## src/ssw_regs.svh

```systemverilog
/*
  constants for the self-supervision watchdog: diagnostic word layout, timing, defaults.
  assumes inclusion by ssw_pkg.sv and the design module only.
*/
`ifndef SSW_REGS_SVH
`define SSW_REGS_SVH
`define SSW_WORD_W          16
`define SSW_SRC_N           10
`define SSW_OUT_N           16
`define SSW_GRP_N           3
`define SSW_OUT_LO_CH_LSB   2
`define SSW_OUT_LO_CH_N     8
`define SSW_OUT_LO_AUX_LSB  10
`define SSW_OUT_LO_AUX_N    5
`define SSW_OUT_LO_CH9_BIT  15
`define SSW_OUT_LO_CH9_IDX  8
`define SSW_OUT_HI_N        15
`define SSW_OUT_HI_IDX0     9
`define SSW_PLAT_N          10
`define SSW_LINK_RESET      3'h2
`define SSW_GRP_RESET       20'h00000
`define SSW_KICK_TIMEOUT_US 100
`define SSW_RESTART_US      10
`define SSW_RETRIES         2
`define SSW_CLK_MHZ         40
`define SSW_IDX_REMOTE      0
`define SSW_IDX_EXT_IO      1
`define SSW_IDX_PORT1       2
`define SSW_IDX_PORT2       3
`define SSW_IDX_GRP0        4
`define SSW_IDX_BOOT_OK     7
`endif

```

## src/ssw_pkg.sv

```systemverilog
/*
  types for the self-supervision watchdog.
  assumes ssw_regs.svh beside it.
*/
`include "ssw_regs.svh"
package ssw_pkg;
  typedef enum logic [3:0] {
    SSW_BOOT    = 4'h1,
    SSW_RUN     = 4'h2,
    SSW_RESTART = 4'h4,
    SSW_PERM    = 4'h8
  } ssw_state_type;
endpackage

```

## src/ssw_watchdog.sv

```systemverilog
/*
  self-supervision watchdog: restarts a stuck controller, latches a permanent fault,
  groups diagnostic sources, drives the fail-safe service output and diagnostic words.
  assumes all inputs synchronous to clk; diagnostic words are read straight off ports.
*/
// Notes on behaviour
// - missing kick from controller triggers a restart pulse, independent of its program.
// - restarts exhausted without recovery raise the permanent fault signal.
// - permanent fault blocks all digital outputs except the service output.
// - service output energized only with supply present and device fully operational.
// - internal supply voltage faults are supervised alongside program execution.
// - link and group alarms are routable to outputs via the output matrix.
// - each diagnostic source belongs to at most one of three groups (select value 3 is none); group is any member.
// - each group has a link to the service output; reset links group two only.
// - each group drives any selected output through its own matrix column.
// - boot self-test result gates operation; runtime checks continue afterward.
// - entering permanent state drops service output, lights indicator, raises panel fault.
// - permanent state is entered when main functions can no longer be handled.
// - temporary fault sets the group matrix signal and pulses the diagnostic-on event.
// - clearing of a temporary fault pulses the diagnostic-off event, unless another source rises in the same cycle.
// - front panel reset command clears the latched diagnostic state.
// - diagnostic words are sixteen bits wide and readable remotely.
// - first word: bits 0-1 reserved, 2-9 outputs 1-8, 10-14 aux 1-5, 15 output 9.
// - second word: bits 0-14 flag outputs ten to twenty-four.
// - fourth word bits 0-4: voltage, bus buffer, order code, option card, logic config.
// - fourth word bits 5-9: arc unit, arc sensor, storage card, arc input, low supply.
// - events carry the short code of the diagnostic bit that changed.
`timescale 1ns/1ps
`include "ssw_regs.svh"
module ssw_watchdog #(
  parameter int KICK_TIMEOUT_CYC = `SSW_KICK_TIMEOUT_US * `SSW_CLK_MHZ,
  parameter int RESTART_CYC      = `SSW_RESTART_US * `SSW_CLK_MHZ,
  parameter int RETRIES          = `SSW_RETRIES,
  parameter int OUT_N            = `SSW_OUT_N
) (
  input  wire logic                          clk,
  input  wire logic                          rst,
  input  wire logic                          mcu_kick,
  input  wire logic                          mcu_main_fail,
  input  wire logic                          boot_test_done,
  input  wire logic                          boot_test_pass,
  input  wire logic                          aux_supply_ok,
  input  wire logic                          panel_reset,
  input  wire logic                          remote_comm_inactive,
  input  wire logic                          ext_io_inactive,
  input  wire logic                          port1_down,
  input  wire logic                          port2_down,
  input  wire logic [23:0]                   out_channel_fault,
  input  wire logic [4:0]                    aux_channel_fault,
  input  wire logic [`SSW_PLAT_N-1:0]        platform_fault,
  input  wire logic [2*`SSW_SRC_N-1:0]       group_select,
  input  wire logic [`SSW_GRP_N-1:0]         service_link_set,
  input  wire logic                          service_link_we,
  input  wire logic [OUT_N-1:0]              matrix_col [8],
  input  wire logic [OUT_N-1:0]              logic_outputs,
  output logic      [OUT_N-1:0]              digital_outputs,
  output logic                               service_fail_output,
  output logic                               mcu_restart,
  output logic                               permanent_fault,
  output logic                               status_led,
  output logic                               panel_fault_msg,
  output logic      [`SSW_GRP_N-1:0]         fault_group,
  output logic                               diag_on_event,
  output logic                               diag_off_event,
  output logic      [3:0]                    diag_event_code,
  output logic      [`SSW_WORD_W-1:0]        output_fault_status_low,
  output logic      [`SSW_WORD_W-1:0]        output_fault_status_high,
  output logic      [`SSW_WORD_W-1:0]        platform_fault_status
);
  typedef struct packed {
    ssw_pkg::ssw_state_type     st;
    logic [31:0]                cnt;
    logic [7:0]                 tries;
    logic [`SSW_GRP_N-1:0]      link;
    logic [`SSW_GRP_N-1:0]      grp_latch;
    logic [`SSW_SRC_N-1:0]      prev_src;
    logic [OUT_N-1:0]           dout;
    logic                       sf;
    logic                       on_ev;
    logic                       off_ev;
    logic [3:0]                 code;
    logic [`SSW_WORD_W-1:0]     w_lo;
    logic [`SSW_WORD_W-1:0]     w_hi;
    logic [`SSW_WORD_W-1:0]     w_pl;
  } ssw_core_type;

  ssw_core_type q, d;
  logic [`SSW_SRC_N-1:0] src;
  logic [`SSW_GRP_N-1:0] grp_now;
  logic [`SSW_SRC_N-1:0] rise, fall;

  // first changed source index, used as the event short code
  function automatic logic [3:0] first_set(input logic [`SSW_SRC_N-1:0] v);
    logic [3:0] r;
    r = 4'h0;
    for (int i = `SSW_SRC_N - 1; i >= 0; i--) begin
      if (v[i]) begin
        r = 4'(i);
      end
    end
    return r;
  endfunction

  // platform faults are the group sources; low supply and voltage faults included
  assign src = platform_fault;
  assign rise = src & ~q.prev_src;
  assign fall = ~src & q.prev_src;

  genvar g;
  generate
    for (g = 0; g < `SSW_GRP_N; g++) begin : grp_gen
      logic [`SSW_SRC_N-1:0] member;
      for (genvar s = 0; s < `SSW_SRC_N; s++) begin : src_gen
        assign member[s] = (group_select[2*s +: 2] == 2'(g)) & src[s];
      end
      assign grp_now[g] = |member;
    end
  endgenerate

  always_comb begin
    logic [OUT_N-1:0] routed;
    logic [7:0]       alarm_vec;
    logic             operational;
    routed = '0;
    alarm_vec = '0;
    operational = 1'b0;
    d = q;
    d.on_ev = 1'b0;
    d.off_ev = 1'b0;
    d.prev_src = src;
    alarm_vec = {1'b0, q.grp_latch | grp_now, port2_down, port1_down, ext_io_inactive, remote_comm_inactive};
    for (int i = 0; i < 8; i++) begin
      if (alarm_vec[i]) begin
        routed = routed | matrix_col[i];
      end
    end
    if (service_link_we) begin
      d.link = service_link_set;
    end
    // latch set wins over a panel clear in the same cycle
    d.grp_latch = (panel_reset ? '0 : q.grp_latch) | grp_now;
    if (|rise) begin
      d.on_ev = 1'b1;
      d.code = first_set(rise);
    end else if (|fall) begin
      d.off_ev = 1'b1;
      d.code = first_set(fall);
    end
    case (q.st)
      ssw_pkg::SSW_BOOT: begin
        if (boot_test_done) begin
          d.st = boot_test_pass ? ssw_pkg::SSW_RUN : ssw_pkg::SSW_PERM;
        end
        d.cnt = '0;
      end
      ssw_pkg::SSW_RUN: begin
        if (mcu_main_fail) begin
          d.st = ssw_pkg::SSW_PERM;
        end else if (mcu_kick) begin
          d.cnt = '0;
          d.tries = '0;
        end else if (q.cnt >= 32'(KICK_TIMEOUT_CYC - 1)) begin
          d.cnt = '0;
          d.st = (q.tries >= 8'(RETRIES)) ? ssw_pkg::SSW_PERM : ssw_pkg::SSW_RESTART;
          d.tries = q.tries + 8'h01;
        end else begin
          d.cnt = q.cnt + 32'h1;
        end
      end
      ssw_pkg::SSW_RESTART: begin
        if (q.cnt >= 32'(RESTART_CYC - 1)) begin
          d.cnt = '0;
          d.st = ssw_pkg::SSW_RUN;
        end else begin
          d.cnt = q.cnt + 32'h1;
        end
      end
      ssw_pkg::SSW_PERM: begin
        d.cnt = '0; // held until reset; rst is the only way out
      end
      default: begin
        d.st = ssw_pkg::SSW_PERM;
      end
    endcase
    operational = (q.st == ssw_pkg::SSW_RUN) & aux_supply_ok & ~(|(q.link & (q.grp_latch | grp_now)));
    d.sf = operational & (d.st == ssw_pkg::SSW_RUN);
    d.dout = (d.st == ssw_pkg::SSW_PERM) ? '0 : (logic_outputs | routed);
    d.w_lo = '0; // reserved bits stay zero
    d.w_lo[`SSW_OUT_LO_CH_LSB +: `SSW_OUT_LO_CH_N] = out_channel_fault[`SSW_OUT_LO_CH_N-1:0];
    d.w_lo[`SSW_OUT_LO_AUX_LSB +: `SSW_OUT_LO_AUX_N] = aux_channel_fault;
    d.w_lo[`SSW_OUT_LO_CH9_BIT] = out_channel_fault[`SSW_OUT_LO_CH9_IDX];
    d.w_hi = '0;
    d.w_hi[`SSW_OUT_HI_N-1:0] = out_channel_fault[`SSW_OUT_HI_IDX0 +: `SSW_OUT_HI_N];
    d.w_pl = '0;
    d.w_pl[`SSW_PLAT_N-1:0] = platform_fault;
    if (rst) begin
      d.st = ssw_pkg::SSW_BOOT;
      d.cnt = '0;
      d.tries = '0;
      d.link = `SSW_LINK_RESET;
      d.grp_latch = '0;
      d.prev_src = '0;
      d.dout = '0;
      d.sf = 1'b0;
      d.on_ev = 1'b0;
      d.off_ev = 1'b0;
      d.code = '0;
      d.w_lo = '0;
      d.w_hi = '0;
      d.w_pl = '0;
    end
  end

  always_ff @(posedge clk) begin
    q <= d;
  end

  assign digital_outputs = q.dout;
  assign service_fail_output = q.sf;
  assign mcu_restart = (q.st == ssw_pkg::SSW_RESTART);
  assign permanent_fault = (q.st == ssw_pkg::SSW_PERM);
  assign status_led = (q.st == ssw_pkg::SSW_PERM);
  assign panel_fault_msg = (q.st == ssw_pkg::SSW_PERM);
  assign fault_group = q.grp_latch;
  assign diag_on_event = q.on_ev;
  assign diag_off_event = q.off_ev;
  assign diag_event_code = q.code;
  assign output_fault_status_low = q.w_lo;
  assign output_fault_status_high = q.w_hi;
  assign platform_fault_status = q.w_pl;
endmodule // ssw_watchdog

```

## config.mk

```make
export PLATFORM = sky130hd
export DESIGN_NAME = ssw_watchdog
export DESIGN_NICKNAME = d
export VERILOG_FILES = /design/src/ssw_pkg.sv /design/src/ssw_watchdog.sv
export VERILOG_INCLUDE_DIRS = /design/src
export SDC_FILE = /design/constraint.sdc
export NUM_CORES = 1
export LEC_CHECK = 0
export BUFFER_PORTS_ARGS = -buffer_cell sky130_fd_sc_hd__buf_2
export CAP_MARGIN = 5
export CELL_PAD_IN_SITES_DETAIL_PLACEMENT = 0
export CELL_PAD_IN_SITES_GLOBAL_PLACEMENT = 1
export CORE_AREA = 3 3 139 141
export CTS_CLUSTER_DIAMETER = 40
export DETAILED_ROUTE_END_ITERATION = 6
export DIE_AREA = 0 0 142 144
export HOLD_SLACK_MARGIN = 0.08
export PLACE_DENSITY_LB_ADDON = 0.12
export SYNTH_ARGS = -nofsm -noshare
export SYNTH_HDL_FRONTEND = slang
export SYNTH_SLANG_ARGS = --single-unit
```

## constraint.sdc

```tcl
create_clock -name clk -period 3.35 [get_ports clk]
set_input_delay 0.5025 -clock clk [delete_from_list [all_inputs] [get_ports clk]]
set_output_delay 0.5025 -clock clk [all_outputs]
set_load 0.05 [all_outputs]
```

==> After elaboration in Yosys (flattened, before gate mapping) <==
Index checks and enable logic that the tools add are counted.
W data, S select, Z words.
{ "totals": {"regBits": 121, "output_inout_bits": 78, "inputBits": 219} }
{ "op_classes": {"n_lt_le_gt_ge": 3, "n_mux": 45, "n_addsub": 2, "n_eq_ne": 27, "bitwise": 49, "n_reduce_logical": 24} }
{ "op_table": {"columns": ["operator", "count"], "rows": [
  ["$mux W16", 7],
  ["$mux W4", 28],
  ["$or A16 B16 Y16", 7],
  ["$pmux W32 S3", 1],
  ["$mux W40", 2],
  ["$mux W32", 2],
  ["$reduce_or A10 Y1", 5],
  ["$and A1 B1 Y1", 33],
  ["$add A32 B1 Y32 const B", 1],
  ["$ge A32 B12 Y1 const B", 1],
  ["$ge A32 B9 Y1 const B", 1],
  ["$and A10 B10 Y10", 2],
  ["$eq A2 B1 Y1 const B", 10],
  ["$eq A2 B2 Y1 const B", 10],
  ["$logic_not A2 Y1", 10],
  ["$not A10 Y10", 2],
  ["$pmux W4 S4", 1],
  ["$reduce_or A11 Y1", 1],
  ["$add A8 B1 Y8 const B", 1],
  ["$eq A4 B2 Y1 const B", 2],
  ["$eq A4 B4 Y1 const B", 2],
  ["$ge A8 B2 Y1 const B", 1],
  ["$mux W8", 1],
  ["$or A3 B3 Y3", 2],
  ["14 further kinds", 17]
]} }

==> Longest topological paths before layout <==
Gate-level depths: netlist of run 1.
{ "depth": {"ltp_word": 14, "ltp_mapped": 9} }

==> Worst setup path before layout of run 1 <==
OpenSTA, ideal clock, no wires.
{ "synth_timing": {"kind": "reg-to-reg", "from": "reg q[129] (netlist name)", "to": "reg q[125] (netlist name)", "synth_period_minus_slack_ps": 3627, "stages_incl_launch_ff": 7, "arrival_ps": 3563, "n_path_buf": 1, "slack_ps": -277, "cell_sequence": "dfxtp_1 nor4b_1 nand3_1 a2111oi_4 a21oi_4 buf_6 nor2_2"} }
{ "synth_between": {"elab_cells_between_ends": 9, "classes_between": "5 x eq/ne; 1 x mux; 3 x reduce/logical"} }
{ "synth_lines": {"columns": ["item", "line_no", "text"], "rows": [
  ["start: declaration", "ssw_watchdog.sv:87", "ssw_core_type q, d;"],
  ["start signal: assignment", "ssw_watchdog.sv:215", "q <= d;"],
  ["$eq A4 B3 Y1 (*)", null, null],
  ["net mcu_restart", "ssw_watchdog.sv:58", "output logic mcu_restart,"],
  ["$reduce_bool A3 Y1 (no source line)", null, null],
  ["$reduce_and A2 Y1 (no source line)", null, null]
]} }
The timed path passes the listed nets; every way through them passes the cells marked *.
A chain may end at the register's enable or synchronous reset.

==> Worst setup path in the final report of run 1 <==
{ "layout_timing": {"from": "reg q[95] (netlist name)", "to": "reg q[119] (netlist name)"} }
{ "layout_between": {"elab_chain_cells": 5, "elab_cells_between_ends": 8, "classes_between": "1 x add/sub; 2 x order compare; 5 x mux"} }
{ "layout_rtl": {"columns": ["item", "line_no", "text"], "rows": [
  ["$add A32 B1 Y32 or $ge A32 B12 Y1 (tied branches)", "ssw_watchdog.sv:167, ssw_watchdog.sv:175, ssw_watchdog.sv:162", null],
  ["$mux W32", "ssw_watchdog.sv:162", "end else if (q.cnt >= 32'(KICK_TIMEOUT_CYC - 1)) begin"],
  ["$mux W40", "ssw_watchdog.sv:159", "end else if (mcu_kick) begin"],
  ["$mux W40", "ssw_watchdog.sv:157", "if (mcu_main_fail) begin"],
  ["$pmux W32 S3 (*)", "ssw_watchdog.sv:149", "case (q.st)"]
]} }
Every way passes the cells marked *; elsewhere a longest branch is shown, timed or not. The select of a mux whose other input is x is not followed.

==> flow_metrics.py, run 1 <==
metrics = {
    "power": {
        "p_per_area_mw_per_mm2": 459.0,
        "seqPwrFrac_pct": 43.3,
        "irDropWorstVdd_uv": 223.0,
        "switching_share_pct": 32.24,
        "internal_power_mw": 2.229,
        "clock_power_share_pct": 34.0,
        "p_leak_nw": 3.147,
        "switchingPower_mw": 1.061,
        "combPwrFrac_pct": 22.8,
    },
    "timing": {
        "tightest_slew_ns": 0.9118,
        "slew_headroom_pct": 39.08,
        "min_period_ns": 2.725,
        "rsz0062_at_grt": "no",
        "timing.final.crit_share_pct": 81.34,
        "hold_violations": 0,
        "tns_ns": 0,
        "fmax_ghz": 0.3670,
        "finalMaxSlewViolations": 0,
        "fin_skew_ns": 0.01469,
        "setup_viol": 0,
    },
    "clock_tree": {
        "cts_sinks": 112,
        "clk_pin_slew_worst_paths_ns": 0.08,
        "clockRootBuffer": "clkbuf_16",
        "cts_tree": "done",
        "cts_resized": 0,
        "htree_levels": 3,
        "cts_made_buffers": 9,
        "clock_latency_ns": 0.35,
        "ctsHoldBuffers": 0,
        "clk_path_buf_depth": 2,
        "postCtsSetupRepairBufs": 0,
    },
    "setup_path": {
        "slowest_delay_ns": 0.60,
        "r2r-start": "q[95]",
        "cp_max_fo": 25,
        "path_cells": "ha_1, and4_1, o2111a_1, or4_4, a2111oi_4, a21oi_4, nor2_1",
        "startpoint": "q[95]",
        "cp.required_ns": 3.64,
        "crit_path_start_kind": "flip-flop",
        "arrival_ns": 3.01,
        "crit_slowest_cell": "a2111oi_4",
        "crit_type": "flip-flop to flip-flop",
        "crit_family": "compound AO/OA/AOI/OAI gates",
        "setup.worst_path.end_class": "flip-flop",
        "path_buf_inv": 0,
    },
    "yosys": {
        "synth_top_area_share_pct": 38.69,
        "synthArstFlopShare_pct": 0,
        "yosysTopAreaCell": "dfxtp_1",
        "synth_top_flop_cell": "dfxtp_1",
        "synth_cell_type_count": 60,
        "synth-warning-count": 0,
        "synthesis.area_mm2": 0.005796,
        "synth_edf_count": 0,
        "synthTopCellsByArea": "dfxtp_1, buf_4, nor2b_1",
        "syn_avg_cell_area_um2": 8.510,
        "ys_seq_area_share_pct": 38.69,
        "synthCells": 681,
        "ys_ff_latch": 112,
    },
    "drt": {
        "dr_total_vias": 5634,
        "drtPass1Iterations": 6,
        "drt-initial-drc-count": 312,
        "antenna_left": 0,
        "drt-wirelength-per-cell_um": 17.25,
        "routed_via_density": 5.048,
        "post-route-drc-count": 0,
        "finalWirelength_um": 19250,
    },
    "global_route": {
        "track_usage_pct": 18.02,
        "grt_overflow": 0,
        "antenna_found_initial": 2,
        "grt_start_max_net_pins": 60,
        "grt_pass1_vias": 5760,
        "grt_first_pass_wirelength_um": 28940,
    },
    "die": {
        "chipHeight_um": 144,
        "fp-row-count": 49,
        "core_mm2": 0.01809,
        "initial_core_util_pct": 32.04,
        "die_x_um": 142,
        "ios": 297,
        "dieArea_mm2": 0.02045,
    },
    "placed_design": {
        "routabilityCongestion": 0.9333,
        "io_buffers": 271,
        "hpwlAfterDp_um": 15590,
    },
    "final_layout": {
        "utilization_pct": 39.63,
        "fillers": 1867,
        "nets": 1101,
        "area_delta_synth_final_pct": 23.68,
        "final_cell_mix": "buf_2, dfxtp_1, nand2_1",
        "final_common_cell": "buf_2",
        "drive_gt1_share_pct": 36.20,
    },
    "worst_hold_path": {
        "hold_path_class": "primary input to flip-flop",
        "holdCritStartpoint": "out_channel_fault[12]",
    },
    "run_status": {
        "status": "finished, final reports clean",
    },
    "run": {
        "cap_violations": 0,
    },
}
registers in the layout, indices dropped and copies added, names as in the netlist:
| signal | count |
|---|---|
| q | 47 |
| digital_outputs | 16 |
| output_fault_status_high | 15 |
| output_fault_status_low | 14 |
| platform_fault_status | 10 |
| diag_event_code | 4 |
| fault_group | 3 |
| diag_off_event | 1 |
| diag_on_event | 1 |
| service_fail_output | 1 |
synth_stat cells, drive strengths merged, types with 2 or more instances:
cell type / number
dfxtp: 112
buf: 78
nand2: 62
nor2: 59
nor2b: 56
a21oi: 52
nand3: 23
clkbuf: 18
nand3b: 18
a221oi: 16
a222oi: 16
nor4: 15
a31oi: 13
o21ai: 13
nand2b: 12
inv: 11
nor3: 10
xor2: 9
and3: 7
nand4: 7
nor3b: 7
or3: 7
a41oi: 5
a2111oi: 4
and2: 4
mux2i: 4
xnor2: 4
a211oi: 3
and4: 3
ha: 3
nor4b: 3
o31ai: 3
or4: 3
a311oi: 2
o211ai: 2
o311ai: 2
or3b: 2
metal layers:
| layer | wire length, um | vias up | track usage (%) |
|---|---|---|---|
| met3 | 1195 | 36 | 3.836 |
| met5 | 0 | - | 0 |
| met2 | 9702 | 241 | 32.45 |
| li1 | - | 2773 | - |
| met4 | 730 | 0 | 8.636 |
| met1 | 7622 | 2584 | 20.25 |
cell type report:
class	instances	area, um^2	share of cell area (%)
antenna	3	7.507	0.1047
clock buffer	10	239.0	3.334
clock inverter	6	66.31	0.9251
inverter	11	41.29	0.5760
multi-input combinational	470	2899	40.44
sequential	112	2242	31.28
tap	229	286.5	3.997
timing repair buffer	275	1386	19.34
power groups by stage:
stage | logic, mW | registers, mW | clock network (mW)
final | 0.749 | 1.42 | 1.12
after floorplan | 0.571 | 1.45 | 0
after global placement | 0.748 | 1.45 | 0
after global routing | 0.805 | 1.43 | 1.20
after detailed placement | 0.753 | 1.45 | 0
after CTS | 0.754 | 1.42 | 1.15
through the flow:
| stage | area, um^2 | setup WS [ns] | instances | hold slack, ns | power, mW |
|---|---|---|---|---|---|
| finish | 7168 | 0.6250 | 1116 | 0.3531 | 3.290 |
| global route | 7166 | 0.4192 | 1115 | 0.3365 | 3.438 |
| CTS | 7161 | 0.5682 | 1113 | 0.3352 | 3.332 |
| detailed placement | 6855 | 0.5348 | 1097 | 0.4552 | 2.207 |
| global placement | 6855 | 0.5960 | 1097 | 0.4396 | 2.202 |
| floorplan | 5832 | 0.6571 | 689 | 0.4224 | 2.023 |
path summary, 6_finish.rpt:
path,slack [ns],end,cells after the start
worst max-delay path,0.62,q[119],7
worst min-delay path,0.35,output_fault_status_high[3],2
worst max register to register,0.62,q[119],7
worst min register to register,0.46,service_fail_output,1
kinds of logic (layout without fill, tap and decap cells):
group           count (synthesis)  after routing  synth area share [%]
simple gates                  300            300                 28.43
compound gates                141            141                 17.60
flops                         112            112                 38.69
buf+inv                       107            302                 11.92
xor+xnor                       13             13                 1.965
mux                             4              4                0.6909
fa+ha+maj                       3              3                0.6477
other cells                     1             12               0.06470
Note: power is estimated with default switching activity, not from simulation.
==> inputs of run 2 (changes only) <==
Settings changed: ABC_AREA set to 1, CORE_AREA 3 3 139 141 to 3 3 144 146, DIE_AREA 0 0 142 144 to 0 0 147 149.
Clock period 3.35 ns to 2.8 ns, I/O delays scaled along.
==> run 2 against run 1 <==
Net effect:
- clock-buffer cell count shrank 1
- synthesized cell count grew 35%
- sequential share of layout area shrank 1.2 points
- final cell count grew 24%
- combinational power grew 25%
- area after synthesis grew 4.1%
- global-route usage shrank 1.4 points
- critical path type unchanged
- critical endpoint is now digital_outputs[2]
==> flow_metrics.py, run 2 <==
metrics = {
    "final_layout": {
        "drive_gt1_share_pct": 28.51,
        "final_common_cell": "buf_2",
        "final_cells": 1385,
        "largest_reg_flops": 47,
        "stdcell_area_mm2": 0.007446,
        "top_register": "q",
        "nets": 1336,
        "utilization_pct": 38.13,
        "final_cell_mix": "buf_2, nand2_1, nor2_1",
        "area_delta_synth_final_pct": 23.46,
    },
    "timing": {
        "setup_viol": 0,
        "fin_skew_ns": 0.01222,
        "min_period_ns": 1.887,
        "hold_violations": 0,
        "worst_slack_ns": 0.9132,
        "fmax_ghz": 0.5300,
        "finalMaxSlewViolations": 0,
        "slew_headroom_pct": 47.40,
        "timing.final.crit_share_pct": 67.38,
        "tns_ns": 0,
        "tightest_slew_ns": 0.7890,
        "rsz0062_at_grt": "no",
        "holdWs_ns": 0.2518,
    },
    "die": {
        "ios": 297,
        "initial_core_util_pct": 30.89,
        "core_mm2": 0.01953,
        "dieArea_mm2": 0.02190,
        "die_x_um": 147,
        "chipHeight_um": 149,
        "fp-row-count": 51,
    },
    "global_route": {
        "antenna_found_initial": 1,
        "grt_overflow": 0,
        "grt_pass1_vias": 5386,
        "grt_start_max_net_pins": 74,
        "grt_first_pass_wirelength_um": 28820,
        "track_usage_pct": 16.65,
    },
    "setup_path": {
        "slowest_delay_ns": 0.38,
        "setup.worst_path.end_class": "flip-flop",
        "crit_type": "flip-flop to flip-flop",
        "timing.rr.end": "digital_outputs[2]",
        "crit_path_end": "digital_outputs[2]",
        "arrival_ns": 2.17,
        "cp_max_fo": 16,
        "r2r_slack_ns": 0.91,
        "path_cells": "ha_1, nand4_1, nand3_1, nand2_2, nand2_4, nand2_4, nand2_1, nand2_1, nand2_2, nand3_4, nor2_1",
        "r2r-start": "q[95]",
        "startpoint": "q[95]",
        "crit_path_start_kind": "flip-flop",
        "reg2reg_depth": 11,
        "cp.required_ns": 3.08,
        "crit_slowest_cell": "dfxtp_1",
    },
    "clock_tree": {
        "clockRootBuffer": "clkbuf_16",
        "ctsHoldBuffers": 0,
        "htree_levels": 3,
        "cts_made_buffers": 9,
        "cts_sinks": 112,
        "clock_latency_ns": 0.36,
        "clk_path_buf_depth": 2,
        "cts_resized": 0,
        "cts_tree": "done",
        "clk_pin_slew_worst_paths_ns": 0.09,
        "postCtsSetupRepairBufs": 0,
    },
    "yosys": {
        "ys_ff_latch": 112,
        "syn_avg_cell_area_um2": 6.584,
        "synth_edf_count": 0,
        "synthTopCellsByCount": "nand2_1, nor2_1, dfxtp_1",
        "synth_cell_type_count": 40,
        "synthCells": 916,
        "yosysMostFrequentCell": "nand2_1",
        "synth-warning-count": 0,
        "synth_top_area_share_pct": 37.18,
        "synth_top_flop_cell": "dfxtp_1",
        "synthesis.area_mm2": 0.006031,
        "ys_seq_area_share_pct": 37.18,
        "synthArstFlopShare_pct": 0,
        "yosysTopAreaCell": "dfxtp_1",
        "synthTopCellsByArea": "dfxtp_1, nand2_1, buf_4",
    },
    "drt": {
        "dr_total_vias": 5852,
        "drtPass1Iterations": 4,
        "drt-wirelength-per-cell_um": 13.72,
        "finalWirelength_um": 19000,
        "post-route-drc-count": 0,
        "antenna_left": 0,
        "routed_via_density": 4.225,
        "drt-initial-drc-count": 181,
    },
    "power": {
        "irDropWorstVdd_uv": 288.5,
        "p_leak_nw": 4.074,
        "p_per_area_mw_per_mm2": 531.4,
        "finalPower_mw": 3.957,
    },
    "placed_design": {
        "io_buffers": 271,
        "placed_cells": 1368,
        "routabilityCongestion": 0.8238,
        "hpwlAfterDp_um": 15170,
        "placed_area_mm2": 0.007134,
        "dp_slack_ns": 0.7211,
    },
    "run_status": {
        "status": "finished, final reports clean",
    },
    "worst_hold_path": {
        "hold_path_class": "primary input to flip-flop",
        "worstHoldPathCells": 3,
    },
    "run": {
        "cap_violations": 0,
    },
}
==> run 2: changes by cell type in the layout (fill, tap and decap cells not counted), sizes merged, moves of 18 or more <==
cell	change
nand2	+213
nor2b	-56
a21oi	-30
nand3	+42
nor2	+91
inv	+97
nand3b	-18
==> run 2: cells by family (layout without fill, tap and decap cells) <==
kind of cell             Yosys count  after routing  synth area share [%]
AND/OR/NAND/NOR                  524            524                 36.91
XOR/XNOR                          10             10                 1.452
other                              1             10               0.06218
adder cells (fa/ha/maj)            3              3                0.6225
buffers and inverters            204            399                 17.47
AO/OA/AOI/OAI                     62             62                 6.307
flip-flops                       112            112                 37.18
==> run 2: how the worst min path moves through the flow <==
stage | slack (ns) | from | to
2_1_floorplan | 0.42 | q[108] | q[108]
3_3_place_gp | 0.43 | q[110] | q[110]
3_5_place_dp | 0.43 | q[108] | q[108]
4_1_cts | 0.23 | out_channel_fault[6] | output_fault_status_low[8]
5_1_grt | 0.24 | out_channel_fault[4] | output_fault_status_low[6]
6_report | 0.25 | aux_channel_fault[2] | output_fault_status_low[12]
==> run 2: area by class of cell <==
class / instances / area (um^2)
Clock inverter: 7 / 83.83
Inverter: 107 / 401.6
Timing Repair Buffer: 276 / 1394
Clock buffer: 9 / 225.2
Sequential cell: 112 / 2242
Tap cell: 265 / 331.6
Multi-Input combinational cell: 608 / 2765
Fill cell: 2220 / 12080
Antenna cell: 1 / 2.502
==> run 2: per-layer routing <==
layer | global-route usage, % | share of wire (%) | up-vias
met5 | 0 | 0 | -
met4 | 5.499 | 2.0 | 0
li1 | - | - | 3153
met2 | 27.45 | 46 | 166
met3 | 4.072 | 6.7 | 24
met1 | 21.48 | 45 | 2509
==> run 2: power breakdown <==
part	switching [mW]	internal (mW)
clock network	0.685	0.640
registers	0.0302	1.67
logic	0.656	0.278
total	1.37	2.59
==> run 2: critical path: cells and delay by family (launching register included) <==
| family | cells | cell delay (ns) |
|---|---|---|
| fa+ha+maj | 1 | 0.21 |
| simple gates | 10 | 1.20 |
| flops | 1 | 0.38 |
